File: src/core/uec_map.svh
`ifndef UEC_MAP_SVH
`define UEC_MAP_SVH

// register byte addresses
`define UEC_OFF_IN_LEN 32'h8000_000C
`define UEC_OFF_EP0_CS 32'h8000_0010
`define UEC_OFF_OUT_CS 32'h8000_0014
`define UEC_OFF_EP0_INT 32'h8000_0030

// reset values
`define UEC_IN_LEN_RST 8'h08
`define UEC_CS_RST 8'h00

// control endpoint status bits
`define UEC_EP0_OPR 0
`define UEC_EP0_IPR 1
`define UEC_EP0_SST 2
`define UEC_EP0_FST 3
`define UEC_EP0_DE 4
`define UEC_EP0_SE 5
`define UEC_EP0_SO 6
`define UEC_EP0_SSE 7

// out endpoint status bits
`define UEC_OUT_RFS 0
`define UEC_OUT_RPC 1
`define UEC_OUT_RPE 2
`define UEC_OUT_SST 3
`define UEC_OUT_FST 4
`define UEC_OUT_RNE 5

// interrupt status/enable bits
`define UEC_INT_STAT 0
`define UEC_INT_EN 1

// receive fifo service threshold in bytes
`define UEC_RFS_LEVEL 5'h0C

`endif

File: src/core/uec_pkg.sv
`default_nettype none

package uec_pkg;

    typedef logic [31:0] uec_word_t;

    typedef struct packed {
        logic [31:0] adr;
        logic [31:0] dat;
        logic [3:0] sel;
        logic we;
    } uec_wb_req_s;

    // pulses from the control endpoint transaction engine
    typedef struct packed {
        logic token;
        logic in_sent;
        logic violation;
        logic stall_sent;
        logic xfer_end;
    } uec_ep0_evt_s;

    // pulses from the out endpoint receive engine
    typedef struct packed {
        logic pkt_done;
        logic pkt_err;
        logic overflow;
    } uec_out_evt_s;

endpackage : uec_pkg

`default_nettype wire

File: src/core/uec_top.sv
`include "uec_map.svh"
`default_nettype none

// Functional notes
// - in length register is byte count minus one
// - in length resets to 0x08, nine bytes
// - valid ep0 token sets out-ready bit 0
// - enabled ep0 events raise interrupt status bit
// - only serviced-out bit 6 clears out-ready
// - no data phase while out-ready set
// - cpu sets in-ready; only hardware clears it
// - protocol violation stalls, sets sent-stall bit 2; EP0_STALL_O is driven by force-stall only
// - force-stall bit 3 stalls once, self-clears
// - cpu sets data-end; transfer end clears it
// - early transfer end sets setup-end bit 5
// - bit 7 write clears setup-end
// - receive-service reads one at twelve bytes
// - out packet sets receive-complete, w1c
// - out force-stall answers out tokens stall
// - out status bits 7..6 read zero
// - receive-error set on errors, cleared with complete
// - nak out tokens while receive-complete set
// - oversize out packet sets sent-stall, w1c
// - fifo-not-empty reads one with unread data
module uec_top
    import uec_pkg::*;
#(
    parameter int FIFO_LVL_W = 5
)
(
    input wire logic CLK_SYS_I,
    input wire logic NRST_I,
    input wire logic WB_CYC_I,
    input wire logic WB_STB_I,
    input wire logic WB_WE_I,
    input wire logic [31:0] WB_ADR_I,
    input wire logic [3:0] WB_SEL_I,
    input wire logic [31:0] WB_DAT_I,
    output logic [31:0] WB_DAT_O,
    output logic WB_ACK_O,
    input wire uec_ep0_evt_s EP0_EVT_I,
    input wire uec_out_evt_s OUT_EVT_I,
    input wire logic [FIFO_LVL_W-1:0] RX_FIFO_LEVEL_I,
    output logic [8:0] IN_TX_BYTES_O,
    output logic EP0_DATA_HOLD_O,
    output logic EP0_STALL_O,
    output logic EP0_INT_STATUS_O,
    output logic OUT_NAK_O,
    output logic OUT_STALL_O
);

    uec_wb_req_s req;
    logic wr_stb;
    uec_word_t rdata;

    logic [7:0] in_len_reg;
    logic [7:0] in_len_next;
    logic [8:0] tx_bytes_reg;
    logic [8:0] tx_bytes_next;
    logic ep0_out_ready_reg, ep0_out_ready_next;
    logic ep0_in_ready_reg, ep0_in_ready_next;
    logic ep0_sst_reg, ep0_sst_next;
    logic ep0_fst_reg, ep0_fst_next;
    logic ep0_data_end_reg, ep0_data_end_next;
    logic ep0_setup_end_reg, ep0_setup_end_next;
    logic ep0_int_status_reg, ep0_int_status_next;
    logic ep0_int_en_reg, ep0_int_en_next;
    logic rx_pkt_complete_reg, rx_pkt_complete_next;
    logic rx_pkt_error_reg, rx_pkt_error_next;
    logic out_sst_reg, out_sst_next;
    logic out_fst_reg, out_fst_next;
    logic hold_reg, stall0_reg, nak_reg, stall1_reg, int_out_reg;

    uec_wb_slave u_wb
    (
        .CLK_SYS_I(CLK_SYS_I),
        .NRST_I(NRST_I),
        .cyc_i(WB_CYC_I),
        .stb_i(WB_STB_I),
        .we_i(WB_WE_I),
        .adr_i(WB_ADR_I),
        .sel_i(WB_SEL_I),
        .dat_i(WB_DAT_I),
        .rdata_i(rdata),
        .req_o(req),
        .wr_stb_o(wr_stb),
        .ack_o(WB_ACK_O),
        .dat_o(WB_DAT_O)
    );

    // address decode; only the low byte lane carries register data
    wire hit_len = req.adr == `UEC_OFF_IN_LEN;
    wire hit_ep0 = req.adr == `UEC_OFF_EP0_CS;
    wire hit_out = req.adr == `UEC_OFF_OUT_CS;
    wire hit_int = req.adr == `UEC_OFF_EP0_INT;
    wire wr_lane = wr_stb && req.sel[0];
    wire [7:0] wd = req.dat[7:0];
    wire wr_len = wr_lane && hit_len;
    wire wr_ep0 = wr_lane && hit_ep0;
    wire wr_out = wr_lane && hit_out;
    wire wr_int = wr_lane && hit_int;

    wire so_clr = wr_ep0 && wd[`UEC_EP0_SO];
    wire ipr_set = wr_ep0 && wd[`UEC_EP0_IPR];
    wire sst0_clr = wr_ep0 && wd[`UEC_EP0_SST];
    wire fst0_set = wr_ep0 && wd[`UEC_EP0_FST];
    wire de_set = wr_ep0 && wd[`UEC_EP0_DE];
    wire sse_clr = wr_ep0 && wd[`UEC_EP0_SSE];
    wire rpc_clr = wr_out && wd[`UEC_OUT_RPC];
    wire sst1_clr = wr_out && wd[`UEC_OUT_SST];
    wire int_clr = wr_int && wd[`UEC_INT_STAT];

    wire rx_service = RX_FIFO_LEVEL_I >= FIFO_LVL_W'(`UEC_RFS_LEVEL);
    wire rx_not_empty = RX_FIFO_LEVEL_I != '0;

    // byte count is field plus one
    assign in_len_next = wr_len ? wd : in_len_reg;
    assign tx_bytes_next = {1'b0, in_len_next} + 9'h001;

    // token sets out-ready, set wins over clear
    assign ep0_out_ready_next = EP0_EVT_I.token || (ep0_out_ready_reg && !so_clr);
    // cpu sets, transmit done clears; a fresh load wins
    assign ep0_in_ready_next = ipr_set || (ep0_in_ready_reg && !EP0_EVT_I.in_sent);
    assign ep0_sst_next = EP0_EVT_I.violation || (ep0_sst_reg && !sst0_clr);
    // cleared once the stall handshake went out
    assign ep0_fst_next = fst0_set || (ep0_fst_reg && !EP0_EVT_I.stall_sent);
    assign ep0_data_end_next = de_set || (ep0_data_end_reg && !EP0_EVT_I.xfer_end);
    wire se_set = EP0_EVT_I.xfer_end && !ep0_data_end_reg;
    assign ep0_setup_end_next = se_set || (ep0_setup_end_reg && !sse_clr);

    // interrupt sources, gated by the enable
    wire ipr_hw_clr = ep0_in_ready_reg && EP0_EVT_I.in_sent && !ipr_set;
    wire de_hw_clr = ep0_data_end_reg && EP0_EVT_I.xfer_end && !de_set;
    wire ep0_event = EP0_EVT_I.token || ipr_hw_clr || EP0_EVT_I.violation
        || de_hw_clr || se_set;
    assign ep0_int_status_next = (ep0_int_en_reg && ep0_event)
        || (ep0_int_status_reg && !int_clr);
    assign ep0_int_en_next = wr_int ? wd[`UEC_INT_EN] : ep0_int_en_reg;

    assign rx_pkt_complete_next = OUT_EVT_I.pkt_done || (rx_pkt_complete_reg && !rpc_clr);
    // error latched with completion, cleared with it
    // each completion reloads it, so a clean packet never inherits an old error
    assign rx_pkt_error_next = OUT_EVT_I.pkt_done ? OUT_EVT_I.pkt_err
        : (rx_pkt_error_reg && !rpc_clr);
    assign out_sst_next = OUT_EVT_I.overflow || (out_sst_reg && !sst1_clr);
    assign out_fst_next = wr_out ? wd[`UEC_OUT_FST] : out_fst_reg;

    // read mux; write-only and reserved bits read zero
    wire [7:0] ep0_rd = {2'b00, ep0_setup_end_reg, ep0_data_end_reg, ep0_fst_reg,
        ep0_sst_reg, ep0_in_ready_reg, ep0_out_ready_reg};
    wire [7:0] out_rd = {2'b00, rx_not_empty, out_fst_reg, out_sst_reg,
        rx_pkt_error_reg, rx_pkt_complete_reg, rx_service};
    wire [7:0] int_rd = {6'b00_0000, ep0_int_en_reg, ep0_int_status_reg};
    wire [7:0] rd_byte = hit_len ? in_len_reg
        : hit_ep0 ? ep0_rd
        : hit_out ? out_rd
        : hit_int ? int_rd
        : 8'h00;
    assign rdata = {24'h00_0000, rd_byte};

    always_ff @(posedge CLK_SYS_I)
    begin
        if (!NRST_I)
        begin
            in_len_reg <= `UEC_IN_LEN_RST;
            tx_bytes_reg <= {1'b0, `UEC_IN_LEN_RST} + 9'h001;
            {ep0_out_ready_reg, ep0_in_ready_reg, ep0_sst_reg, ep0_fst_reg} <= 4'h0;
            {ep0_data_end_reg, ep0_setup_end_reg, ep0_int_status_reg} <= 3'h0;
            ep0_int_en_reg <= 1'b0;
            {rx_pkt_complete_reg, rx_pkt_error_reg, out_sst_reg, out_fst_reg} <= 4'h0;
        end
        else
        begin
            in_len_reg <= in_len_next;
            tx_bytes_reg <= tx_bytes_next;
            ep0_out_ready_reg <= ep0_out_ready_next;
            ep0_in_ready_reg <= ep0_in_ready_next;
            ep0_sst_reg <= ep0_sst_next;
            ep0_fst_reg <= ep0_fst_next;
            ep0_data_end_reg <= ep0_data_end_next;
            ep0_setup_end_reg <= ep0_setup_end_next;
            ep0_int_status_reg <= ep0_int_status_next;
            ep0_int_en_reg <= ep0_int_en_next;
            rx_pkt_complete_reg <= rx_pkt_complete_next;
            rx_pkt_error_reg <= rx_pkt_error_next;
            out_sst_reg <= out_sst_next;
            out_fst_reg <= out_fst_next;
        end
    end

    // engine-facing mirrors, flopped from the next values so they track the flags
    always_ff @(posedge CLK_SYS_I)
    begin
        if (!NRST_I)
        begin
            {hold_reg, stall0_reg, nak_reg, stall1_reg, int_out_reg} <= 5'h00;
        end
        else
        begin
            // data phase held off while out-ready set
            hold_reg <= ep0_out_ready_next;
            stall0_reg <= ep0_fst_next;
            nak_reg <= rx_pkt_complete_next;
            // stall persists until both force and sent stall are cleared
            stall1_reg <= out_fst_next || out_sst_next;
            int_out_reg <= ep0_int_status_next;
        end
    end

    assign IN_TX_BYTES_O = tx_bytes_reg;
    assign EP0_DATA_HOLD_O = hold_reg;
    assign EP0_STALL_O = stall0_reg;
    assign OUT_NAK_O = nak_reg;
    assign OUT_STALL_O = stall1_reg;
    assign EP0_INT_STATUS_O = int_out_reg;
endmodule // uec_top

`default_nettype wire

File: src/core/uec_wb_slave.sv
`default_nettype none

module uec_wb_slave
    import uec_pkg::*;
(
    input wire logic CLK_SYS_I,
    input wire logic NRST_I,
    input wire logic cyc_i,
    input wire logic stb_i,
    input wire logic we_i,
    input wire logic [31:0] adr_i,
    input wire logic [3:0] sel_i,
    input wire logic [31:0] dat_i,
    input wire uec_word_t rdata_i,
    output uec_wb_req_s req_o,
    output logic wr_stb_o,
    output logic ack_o,
    output logic [31:0] dat_o
);

    logic ack_reg;
    logic ack_next;
    logic [31:0] dat_reg;
    logic [31:0] dat_next;
    wire req_new;

    // one answer per request; ack drops the cycle after it was given
    assign req_new = cyc_i && stb_i && !ack_reg;
    assign ack_next = req_new;
    assign dat_next = (req_new && !we_i) ? rdata_i : dat_reg;
    assign wr_stb_o = req_new && we_i;
    assign req_o = '{adr: adr_i, dat: dat_i, sel: sel_i, we: we_i};
    assign ack_o = ack_reg;
    assign dat_o = dat_reg;

    always_ff @(posedge CLK_SYS_I)
    begin
        if (!NRST_I)
        begin
            ack_reg <= 1'b0;
            dat_reg <= 32'h0000_0000;
        end
        else
        begin
            ack_reg <= ack_next;
            dat_reg <= dat_next;
        end
    end

endmodule // uec_wb_slave

`default_nettype wire

File: config.mk
export PLATFORM = sky130hd
export DESIGN_NAME = uec_top
export DESIGN_NICKNAME = d
export VERILOG_FILES = /design/src/core/uec_pkg.sv /design/src/core/uec_top.sv /design/src/core/uec_wb_slave.sv
export VERILOG_INCLUDE_DIRS = /design/src /design/src/core
export SDC_FILE = /design/constraint.sdc
export NUM_CORES = 1
export LEC_CHECK = 0
export ABC_AREA = 1
export BUFFER_PORTS_ARGS = -buffer_cell sky130_fd_sc_hd__buf_2
export CORE_ASPECT_RATIO = 1.1
export CORE_MARGIN = 10
export CORE_UTILIZATION = 47
export CTS_BUF_LIST = sky130_fd_sc_hd__clkbuf_16
export CTS_CLUSTER_DIAMETER = 50
export CTS_CLUSTER_SIZE = 14
export DETAILED_ROUTE_END_ITERATION = 8
export PLACE_DENSITY = 0.95
export RECOVER_POWER = 50
export SETUP_SLACK_MARGIN = 0.4
export SLEW_MARGIN = 40
export SYNTH_ARGS = -nofsm -noshare
export SYNTH_HDL_FRONTEND = slang
export SYNTH_SLANG_ARGS = --single-unit
File: constraint.sdc
create_clock -name CLK_SYS_I -period 2.61 [get_ports CLK_SYS_I]
set_input_delay 0.1305 -clock CLK_SYS_I [delete_from_list [all_inputs] [get_ports CLK_SYS_I]]
set_output_delay 0.1305 -clock CLK_SYS_I [all_outputs]
set_load 0.005 [all_outputs]
==> flow_summary.yaml <==
power_and_ir_drop:
  switchingPower_w: 0.000304
  peakVddDrop_mv: 0.354
  power_frac_comb: 0.093
  swShare: 0.233
  p_leak_nw: 1.30
  p_per_area_mw_per_mm2: 482
  p_int_w: 0.00100
  seqPwrFrac: 0.467
  clkPwrFrac: 0.440
layout:
  seqCellArea_um2: 781
  n_fill_cell: 429
  layout_common_cells: "nand2_1 (97), buf_2 (61), nor2_1 (45), dfxtp_1 (39), inv_1 (37)"
  final_layout_size_suffix_gt1_frac: 0.217
  syn_to_final_growth_pct: 22.4
  finalInstanceArea_mm2: 0.00272
  mostFrequentLayoutCell: "nand2_1"
  antennaDiodeCount: 0
  nets: 514
  largest_reg_flops: 9
  multi_input_area_mm2: 0.00116
clock_tree:
  clkTransAtPathRegs_ps: 50
  cts.root.buffer_cell: "clkbuf_16"
  cts_tree: "built"
  numCtsBuffers: 5
  ctsResizeCount: 0
  worstSkewPairLatency_ps: 280
  clk_path_buf_depth: 2
  clock_sinks: 39
  cts_htree_levels: 2
placed_design:
  gp_congestion: 0.884
  placed_cell_area_mm2: 0.00257
  io_buffers: 81
  hpwl_mm: 5.11
yosys:
  ys_ff_latch: 39
  synth_area_leaders: "dfxtp_1 (35%), nand2_1 (16%), buf_4 (8.5%), nor2_1 (7.4%), inv_1 (6.3%)"
  netlist_instances: 340
  yosysSeqAreaShare: 0.352
  ys_warn_count: 0
  synth_top_area_share: 0.352
  syn_area_per_cell_um2: 6.52
  syn_area_mm2: 0.00222
  synthDistinctLibCells: 27
  yosys.area.top_type: "dfxtp_1"
critical_path:
  worstSetupStartpoint: "u_wb.ack_o"
  rr_startpoint: "u_wb.ack_o"
  cp.required_ps: 2830
  arrival_ps: 2230
  crit_type: "flop to flop"
  crit_path_start_kind: "flop"
  worst_setup_path_end_kind: "flop"
  worst-path-max-fanout: 6
  rr_worst_depth: 11
detailed_routing:
  viasPerCell: 4.80
  finalWirelength_mm: 6.23
  route.detailed.drc: 0
  dr.pass1.iters: 4
  antenna_left: 0
  drt_iter0_drc: 165
  vias: 2323
  post_drt_wl_per_cell_um: 12.9
floorplanning:
  core_mm2: 0.00462
  core.rowCount: 26
  io_pins: 133
  initial_core_util: 0.480
  die_w_um: 85.5
  die_h_um: 92.1
  die_area_mm2: 0.00787
job:
  maxCapViolations: 0
timing:
  slew_violations: 0
  setup-tns-final_ps: 0
  worst_pin_slew_ps: 731
  clock_skew_ps: 1.70
  timing.final.crit_share: 0.772
  setup_viol: 0
  max_slew_margin: 0.509
  period_needed_ps: 2020
  grt_setup_unrepaired: "false"
  hold_violations: 0
  max_freq_mhz: 496
global_route:
  grt_usage: 0.153
  grt_pass1_wl_mm: 10.1
  overflow: 0
  first_global_vias: 2355
  grt_start_max_net_pins: 27
  antenna_found_initial: 0
hold_path:
  hp-class: "primary input to flop"
  min_from: "OUT_EVT_I[0]"
  hold_depth: 3
status:
  status: "finished clean"
[final cells by class]
class / instances / share of cell area
Inverter: 39 / 0.0539
Sequential cell: 39 / 0.288
Multi-Input combinational cell: 255 / 0.426
Clock inverter: 3 / 0.00553
Clock buffer: 5 / 0.0461
Tap cell: 56 / 0.0258
Timing Repair Buffer: 87 / 0.155
[critical path, stage by stage (launching register included)]
cell      delay [ps]
dfxtp_1          300
nand3b_1         230
nor2_1           360
clkbuf_1         220
nand3_2          180
nand2_1          130
nand2_1          110
nand2_1          120
clkinv_1          70
nand2_1          100
nand2_1           50
o21ai_1           70
[power groups by stage]
stage               combinational, W  clock, W  sequential, W
finish                      0.000122  0.000576       0.000611
global route                0.000138  0.000608       0.000611
CTS                         0.000119  0.000588       0.000610
detailed placement          0.000119         0       0.000623
global placement            0.000114         0       0.000623
floorplan                  0.0000792         0       0.000623
[metrics by stage]
step | setup WS [ps] | utilization | hold WS [ps] | instances | power (W)
finish | 595 | 0.588 | 86.5 | 484 | 0.00131
global route | 411 | 0.588 | 103 | 484 | 0.00136
CTS | 632 | 0.587 | 80.9 | 479 | 0.00132
floorplan | 892 | - | 248 | 363 | 0.000702
global placement | 680 | 0.557 | 349 | 471 | 0.000737
detailed placement | 642 | 0.557 | 364 | 471 | 0.000742
[synth_stat cells, drive strengths merged]
cell type	n
nand2	102
nor2	53
dfxtp	39
inv	37
buf	26
nand3	24
a21oi	22
o21ai	11
nand4	6
clkbuf	4
nor3	4
clkinv	2
nand3b	2
nor4	2
and2	1
and3	1
conb	1
ha	1
o21bai	1
or2	1
[timing repair]
| action | in CTS | in global routing |
|---|---|---|
| setup buffers | 0 | 5 |
| hold buffers | 0 | 0 |
| endpoints found under the setup margin | 0 | 1 |
[layer usage]
metal	up-vias	GRT usage	share of wire
met2	101	0.273	0.51
li1	1193	-	-
met5	-	0	0
met1	1013	0.150	0.37
met4	0	0.0742	0.028
met3	16	0.0602	0.097
[kinds of logic after synthesis]
group           share of synthesized area
simple gates                        0.400
other cells                       0.00169
flops                               0.352
fa+ha+maj                         0.00564
buf+inv                             0.162
compound gates                     0.0778
[final timing paths]
path	end	slack [ps]
min	out_sst_reg	90
max reg2reg	IN_TX_BYTES_O[6]	590
min reg2reg	u_wb.dat_o[7]	460
max	IN_TX_BYTES_O[6]	590
No activity file was read; power rests on OpenSTA's default activity.
